## src/psr_pkg.sv

```systemverilog
package psr_pkg;

   // Widths of the memory array seen from the pins
   localparam int unsigned PSR_ADDR_W = 13;
   localparam int unsigned PSR_DATA_W = 8;
   localparam int unsigned PSR_WORD_W = 9;

   // Core clock period and the device timing that the sequencer honours
   localparam int unsigned PSR_CLK_PERIOD_NS = 100;
   localparam int unsigned PSR_T_WR_PULSE_NS = 25;
   localparam int unsigned PSR_T_ACCESS_NS = 45;

   // Least times round up to whole cycles
   localparam int unsigned PSR_WR_CYC =
      (PSR_T_WR_PULSE_NS + PSR_CLK_PERIOD_NS - 1) / PSR_CLK_PERIOD_NS;
   localparam int unsigned PSR_RD_CYC =
      (PSR_T_ACCESS_NS + PSR_CLK_PERIOD_NS - 1) / PSR_CLK_PERIOD_NS;

   // Idle levels of the control pins
   localparam logic PSR_CS_N_RST = 1'h1;
   localparam logic PSR_WE_N_RST = 1'h1;
   localparam logic PSR_OE_N_RST = 1'h1;
   localparam logic PSR_PAR_N_RST = 1'h1;

   // One user request
   typedef struct packed {
      logic write;
      logic parity_on;
      logic [PSR_ADDR_W-1:0] addr;
      logic [PSR_WORD_W-1:0] data;
   } psr_req_t;

   // One completion; data[8] is zero when parity is on
   typedef struct packed {
      logic [PSR_WORD_W-1:0] data;
      logic parity_fault;
   } psr_resp_t;

   // Output control pins of the memory
   typedef struct packed {
      logic [PSR_ADDR_W-1:0] address_lines;
      logic chip_select_n;
      logic write_strobe_n;
      logic output_drive_n;
      logic parity_check_on_n;
   } psr_pins_t;

endpackage : psr_pkg

```

## src/psr_ninth_line.sv

```systemverilog
`timescale 1ns/1ps
`default_nettype none

// Steering for the shared ninth line: data bit or open-drain fault flag
module psr_ninth_line
   import psr_pkg::*;
(
   input wire logic parity_on_in,
   input wire logic drive_in,
   input wire logic wr_bit_in,
   input wire logic line_in,
   output logic line_out,
   output logic line_oe_out,
   output logic rd_bit_out,
   output logic fault_out
);

   // Drive only for a parity-off write; in parity mode the device owns it
   assign line_oe_out = drive_in & ~parity_on_in;
   assign line_out = wr_bit_in;

   // Released line reads high through the pull-up; low means a fault
   assign fault_out = parity_on_in & ~line_in;
   assign rd_bit_out = parity_on_in ? 1'h0 : line_in;

endmodule : psr_ninth_line

`default_nettype wire

```

## src/psr_host.sv

```systemverilog
`timescale 1ns/1ps
`default_nettype none

// What this block does
// - Host steers ninth line both ways
// - Address changes only with select or strobe high
// - Host avoids driving bus while outputs active
// - Host holds data past first rising control edge
module psr_host
   import psr_pkg::*;
#(
   parameter int unsigned WR_CYC = PSR_WR_CYC,
   parameter int unsigned RD_CYC = PSR_RD_CYC
)
(
   input wire logic core_clk_in,
   input wire logic rstn_in,
   input wire logic ce_in,
   input wire psr_req_t req_in,
   input wire logic req_valid_in,
   output logic req_ready_out,
   output psr_resp_t resp_out,
   output logic resp_valid_out,
   output psr_pins_t pins_out,
   input wire logic [PSR_DATA_W-1:0] data_lines_in,
   output logic [PSR_DATA_W-1:0] data_lines_out,
   output logic data_lines_oe_out,
   input wire logic ninth_data_line_in,
   output logic ninth_data_line_out,
   output logic ninth_data_line_oe_out
);

   // The counter is eight bits wide; longer pulses are not served
   if (WR_CYC < 1 || WR_CYC > 255)
   begin : g_chk_wr
      $error("WR_CYC must be 1 to 255");
   end
   if (RD_CYC < 1 || RD_CYC > 255)
   begin : g_chk_rd
      $error("RD_CYC must be 1 to 255");
   end

   typedef enum logic [2:0] {
      ST_IDLE,
      ST_WSETUP,
      ST_STROBE,
      ST_WHOLD,
      ST_ACCESS
   } psr_state_t;

   psr_state_t state_ff;
   psr_state_t nxt_state;
   logic [7:0] cnt_ff;
   logic [7:0] nxt_cnt;
   psr_req_t req_ff;
   psr_pins_t pins_ff;
   psr_pins_t nxt_pins;
   logic data_oe_ff;
   logic nxt_data_oe;
   psr_resp_t resp_ff;
   logic resp_valid_ff;
   logic accept;
   logic last_cnt;
   logic ninth_rd_bit;
   logic ninth_fault;

   // Requests are taken only between cycles, when select is already high
   assign req_ready_out = (state_ff == ST_IDLE) & ce_in;
   assign accept = req_ready_out & req_valid_in;
   assign last_cnt = (cnt_ff == 8'h01);

   // Sequencer: a write walks setup, strobe and release phases; a read holds ST_ACCESS for RD_CYC cycles
   always_comb
   begin
      nxt_state = state_ff;
      nxt_cnt = cnt_ff;
      unique case (state_ff)
         ST_IDLE:
         begin
            if (accept && req_in.write)
            begin
               nxt_state = ST_WSETUP;
            end
            else if (accept)
            begin
               nxt_state = ST_ACCESS;
               nxt_cnt = RD_CYC[7:0];
            end
         end
         ST_WSETUP:
         begin
            nxt_state = ST_STROBE;
            nxt_cnt = WR_CYC[7:0];
         end
         ST_STROBE:
         begin
            if (last_cnt)
            begin
               nxt_state = ST_WHOLD;
            end
            else
            begin
               nxt_cnt = cnt_ff - 8'h01;
            end
         end
         ST_WHOLD:
         begin
            nxt_state = ST_IDLE;
         end
         ST_ACCESS:
         begin
            if (last_cnt)
            begin
               nxt_state = ST_IDLE;
            end
            else
            begin
               nxt_cnt = cnt_ff - 8'h01;
            end
         end
         default:
         begin
            nxt_state = ST_IDLE;
         end
      endcase
   end

   // Pin levels follow the next state so every pin leaves a flip-flop
   always_comb
   begin
      nxt_pins = pins_ff;
      if (accept)
      begin
         nxt_pins.address_lines = req_in.addr;
         nxt_pins.parity_check_on_n = ~req_in.parity_on;
      end
      // On a write, select and strobe fall together and rise together; a read drops select and output drive together
      nxt_pins.chip_select_n = ~((nxt_state == ST_STROBE) || (nxt_state == ST_ACCESS));
      nxt_pins.write_strobe_n = ~(nxt_state == ST_STROBE);
      nxt_pins.output_drive_n = ~(nxt_state == ST_ACCESS);
      // Data drive only with the device's outputs released
      nxt_data_oe = (nxt_state == ST_WSETUP) || (nxt_state == ST_STROBE)
         || (nxt_state == ST_WHOLD);
   end

   // State and counter
   always_ff @(posedge core_clk_in or negedge rstn_in)
   begin
      if (!rstn_in)
      begin
         state_ff <= ST_IDLE;
         cnt_ff <= 8'h00;
      end
      else if (ce_in)
      begin
         state_ff <= nxt_state;
         cnt_ff <= nxt_cnt;
      end
   end

   // Captured request; held steady for the whole access
   always_ff @(posedge core_clk_in or negedge rstn_in)
   begin
      if (!rstn_in)
      begin
         req_ff <= '0;
      end
      else if (ce_in && accept)
      begin
         req_ff <= req_in;
      end
   end

   // Pins; parity pin never changes mid-write so it cannot cut one short
   always_ff @(posedge core_clk_in or negedge rstn_in)
   begin
      if (!rstn_in)
      begin
         pins_ff.address_lines <= '0;
         pins_ff.chip_select_n <= PSR_CS_N_RST;
         pins_ff.write_strobe_n <= PSR_WE_N_RST;
         pins_ff.output_drive_n <= PSR_OE_N_RST;
         pins_ff.parity_check_on_n <= PSR_PAR_N_RST;
         data_oe_ff <= 1'h0;
      end
      else if (ce_in)
      begin
         pins_ff <= nxt_pins;
         // Data stays driven one cycle past the rising strobe
         data_oe_ff <= nxt_data_oe;
      end
   end

   // Ninth line: data bit on plain writes, fault flag on parity reads
   psr_ninth_line u_ninth
   (
      .parity_on_in(req_ff.parity_on),
      .drive_in(data_oe_ff),
      .wr_bit_in(req_ff.data[PSR_DATA_W]),
      .line_in(ninth_data_line_in),
      .line_out(ninth_data_line_out),
      .line_oe_out(ninth_data_line_oe_out),
      .rd_bit_out(ninth_rd_bit),
      .fault_out(ninth_fault)
   );

   // Completion: sampled at the last access cycle, before select rises
   always_ff @(posedge core_clk_in or negedge rstn_in)
   begin
      if (!rstn_in)
      begin
         resp_ff <= '0;
         resp_valid_ff <= 1'h0;
      end
      else if (ce_in)
      begin
         resp_valid_ff <= 1'h0;
         if (state_ff == ST_ACCESS && last_cnt)
         begin
            resp_ff.data <= {ninth_rd_bit, data_lines_in};
            resp_ff.parity_fault <= ninth_fault;
            resp_valid_ff <= 1'h1;
         end
         else if (state_ff == ST_WHOLD)
         begin
            resp_ff <= '0;
            resp_valid_ff <= 1'h1;
         end
      end
   end

   assign pins_out = pins_ff;
   assign data_lines_out = req_ff.data[PSR_DATA_W-1:0];
   assign data_lines_oe_out = data_oe_ff;
   assign resp_out = resp_ff;
   assign resp_valid_out = resp_valid_ff;

endmodule : psr_host

`default_nettype wire

```

## config.mk

```make
export PLATFORM = sky130hd
export DESIGN_NAME = psr_host
export DESIGN_NICKNAME = d
export VERILOG_FILES = /design/src/psr_pkg.sv /design/src/psr_ninth_line.sv /design/src/psr_host.sv
export SDC_FILE = /design/constraint.sdc
export NUM_CORES = 1
export LEC_CHECK = 0
export ABC_AREA = 1
export BUFFER_PORTS_ARGS = -buffer_cell sky130_fd_sc_hd__buf_2
export CORE_AREA = 8 8 79 81
export CTS_CLUSTER_DIAMETER = 100
export DETAILED_ROUTE_END_ITERATION = 16
export DIE_AREA = 0 0 87 89
export PLACE_DENSITY = 0.76
export SLEW_MARGIN = 0
export SYNTH_ARGS = -nofsm -noshare
export SYNTH_HDL_FRONTEND = slang
export SYNTH_SLANG_ARGS = --single-unit
export TNS_END_PERCENT = 50
```

## constraint.sdc

```tcl
create_clock -name core_clk_in -period 2.95 [get_ports core_clk_in]
set_clock_uncertainty 0.15 [all_clocks]
set_input_delay 0.59 -clock core_clk_in [delete_from_list [all_inputs] [get_ports core_clk_in]]
set_output_delay 0.59 -clock core_clk_in [all_outputs]
set_load 0.02 [all_outputs]
```

Word-level counts from Yosys, hierarchy flattened:

Cells that the tools add are included.

* register bits after elaboration: 50
* logic and storage cells: 63
* output and inout port bits: 40

* bitwise logic cells: 10
* eq/ne operators: 12
* muxes and demuxes: 14
* reductions and logical operators: 13
* $add $sub $neg: 1

Operator list (count)
* $mux W8: 3
* $pmux W8 S3: 1
* $mux W10: 2
* $eq A3 B2 Y1 const B: 4
* $mux W3: 4
* $pmux W3 S4: 1
* $eq A8 B1 Y1 const B: 1
* $sub A8 B1 Y8 const B: 1
* $eq A3 B1 Y1 const B: 2
* $eq A3 B3 Y1 const B: 2
* $ne A2 B2 Y1 const B: 3
* $not A1 Y1: 6
* $reduce_and A5 Y1: 1
* $and A1 B1 Y1: 4
* $reduce_and A2 Y1: 2
* $logic_and A1 B1 Y1: 3
* $logic_not A3 Y1: 1
* $logic_or A1 B1 Y1: 3
* $mux W1: 3
* $reduce_bool A3 Y1: 1
* $reduce_bool A2 Y1: 1
* $reduce_or A2 Y1: 1

Longest topological paths before layout:

* depth in word-level cells: 9
* depth in mapped cells: 10
* mapped depth without buffers: 9

Cells and area by module:

Synthesis repeated with hierarchy kept, for this count alone.

* cell total of the unflattened synthesis: 300
* area total of the unflattened synthesis: 2364.8 sq um

By module, submodules not included
* psr_host: instances 1, seq. area each 1256.2 sq um, cells an instance 293, area an instance 2332.2 sq um
* psr_ninth_line: instances 1, seq. area each 0.0 sq um, cells an instance 7, area an instance 32.5 sq um

Worst setup path after synthesis:

OpenSTA, ideal clock, no wires.

* path kind: input-to-output
* start point: input ce_in
* end point: output req_ready_out
* buffers on the path: 0
* stages: 2
* slack: 1361 ps
* arrival: 849 ps
* path through: inv_2 > nor2_4

* longest elaborated chain between the ends: 1

Ends and longest elaborated chain
* from (decl): line psr_host.sv:18 `input wire logic ce_in,`
* $and A1 B1 Y1: line psr_host.sv:68 `assign req_ready_out = (state_ff == ST_IDLE) & ce_in;`
* to (decl): line psr_host.sv:21 `output logic req_ready_out,`

Every way passes these cells.

Worst setup path after layout:

Same ends and word-level chain as after synthesis.

==> flow_summary.toml <==
[worst_setup_path]
crit_path_end_kind = "output pin"
cpPeakStageDelay_ps = 310
worst_path_most_repeated_cell = "buf_2"
path_class = "primary input to output pin"
rrSetupSlack_ps = 1160
start_kind = "primary input"
path_max_fanout = 21
arrival_ps = 1430
critPathSlowestCell = "buf_2"
worstPathCellList = "buf_2, inv_2, nor2_4, buf_2"
crit_required_ps = 2210

[sta]
setup_viol = 0
worst_hold_slack_ps = 22.4
hold_violations = 0
tns_ps = 0
grt_setup_unrepaired = "no"
period_share_pct = 73.7
drv_slew = 0
clock.fmax_ghz = 0.460
relSlewSlack_pct = 69.3
worstMarginPinSlew_ps = 459
min_period_ps = 2170

[global_routing]
grt_max_degree = 37
gr-total-overflow = 0
grt_use_total_pct = 14.6
grt_pass1_vias = 2028
antenna_found_initial = 0
grt_pass1_wl_um = 9120

[layout]
nFillCells = 483
drive_above_1_share_pct = 31.7
area_delta_synth_final_pct = 22.3
final_nets = 407
seqCellArea_um2 = 1260
final_common_cell = "nand2_1"
mostFrequentLayoutCells = "nand2_1 (135), buf_2 (76), dfrtp_1 (46)"
multi_input_area_um2 = 993
antenna_cells = 0

[yosys]
ys_seq_elements = 50
netlist_area_um2 = 2380
ys_types = 31
synth_cells = 290
synth_warnings = 0
syn_nets = 329
postSynthAreaPerCell_um2 = 8.21
ys_seq_area_share_pct = 52.8

[drt]
met2WireLength_um = 2380
drc = 0
drt_iter0_drc = 140
drt-total-wl_um = 5500
via_per_inst = 4.64
dr.pass1.iters = 4
top_layer = "met4"
num_vias = 2039
postRouteAntennaNets = 0
met3RoutedLength_um = 477
met1Wirelength_um = 2590
wl_per_cell_um = 12.5

[power_and_ir_drop]
peakVddDrop_mv = 0.492
leakagePower_uw = 0.00167
power.density_nw_per_um2 = 1010

[clocking]
clock_latency_ps = 300
clkSlewWorstSetupHoldPaths_ps = 90
clockRootBuffer = "clkbuf_8"
postCtsSetupBuffers = 0
cts_sinks = 50
holdBufCountCts = 0
clockBufferDepth = 2
ctsResizeCount = 0
cts_tree = "built"
cts_buffers = 5
htreeDepth = 2

[placed_design]
gp_congestion = 0.842
dp_hpwl_um = 4170
numPortBuffers = 76

[flow_run]
drv_cap = 0

[floorplan]
die_w_um = 87
rows = 26
die_area_um2 = 7740
die_h_um = 89
start_util_pct = 47.8
ios = 77
core_um2 = 4980

[worst_hold_path]
min_path_type = "primary input to async pin"

[outcome]
status = "completed"
[critical path: cells and delay by family]
| kind | cells | cell delay (ps) |
|---|---|---|
| AND/OR/NAND/NOR | 1 | 140 |
| buffers and inverters | 3 | 690 |
[layer usage]
metal  vias up  GRT usage, %
li1       1048             -
met1       918          18.2
met2        68          23.7
met3         5          4.41
met4         0          5.01
met5         -             0
[cell families after synthesis]
kind of cell	after synthesis	synth area share [%]
AO/OA/AOI/OAI	13	3.68
flip-flops	50	52.8
buffers and inverters	27	5.52
XOR/XNOR	3	1.10
adder cells (fa/ha/maj)	2	1.05
AND/OR/NAND/NOR	195	35.9
[per-stage QoR]
stage	setup WS [ps]	instance area [µm²]	cells	utilization [%]	power (µW)
floorplan	1360	2380	290	-	2110
global placement	762	2810	431	56.4	2500
detailed placement	720	2810	431	56.4	2530
CTS	776	2910	439	58.5	2980
global route	729	2910	439	58.5	3190
finish	776	2910	439	58.5	2950
[sequential cells by signal (all words and copies together) (netlist names)]
signal,flops
pins_out,17
resp_out,10
cnt_ff,8
data_lines_out,8
state_ff,3
req_ff,2
data_lines_oe_out,1
resp_valid_out,1
[where the power goes]
part	internal [µW]	switching, µW	leakage, µW
Clock	215	230	0.0000544
Combinational	463	871	0.000985
Sequential	976	190	0.000630
[worst paths after layout]
path,from,endpoint,depth (start not counted)
min in group core_clk_in,resp_out[3]$_DFFE_PN0P_,resp_out[3]$_DFFE_PN0P_,2
max in group asynchronous,rstn_in,pins_out[0]$_DFFE_PN1P_,2
hold reg to reg,resp_out[3]$_DFFE_PN0P_,resp_out[3]$_DFFE_PN0P_,2
hold / removal,rstn_in,cnt_ff[0]$_DFFE_PN0P_,1
setup reg to reg,state_ff[2]$_DFFE_PN0P_,req_ff[22]$_DFFE_PN0P_,6
setup / recovery,ce_in,req_ready_out,4
[Yosys cell counts, drive strengths merged]
cell | number | area (µm²)
dfrtp | 46 | 1150
buf | 7 | 56.3
nor3 | 2 | 21.3
o31ai | 1 | 12.5
nor2 | 24 | 128
dfstp | 4 | 105
o211ai | 1 | 7.51
o21a | 1 | 7.51
nand3b | 1 | 7.51
o21bai | 1 | 7.51
ha | 2 | 25.0
xor2 | 2 | 17.5
nand4 | 2 | 12.5
xnor2 | 1 | 8.76
o21ai | 5 | 28.8
or2 | 1 | 6.26
nand2 | 149 | 594
inv | 20 | 75.1
a31oi | 3 | 18.8
a21oi | 1 | 5.00
nand3 | 16 | 85.1
[layout make-up]
class                      count  share of cell area (%)
sequential                    50                    43.1
multi-input combinational    213                    34.1
timing repair buffer          78                    13.6
clock buffer                   7                    3.31
tap                           70                    3.01
inverter                      20                    2.58
clock inverter                 1                   0.301
Power figures use the tool's default switching activity.
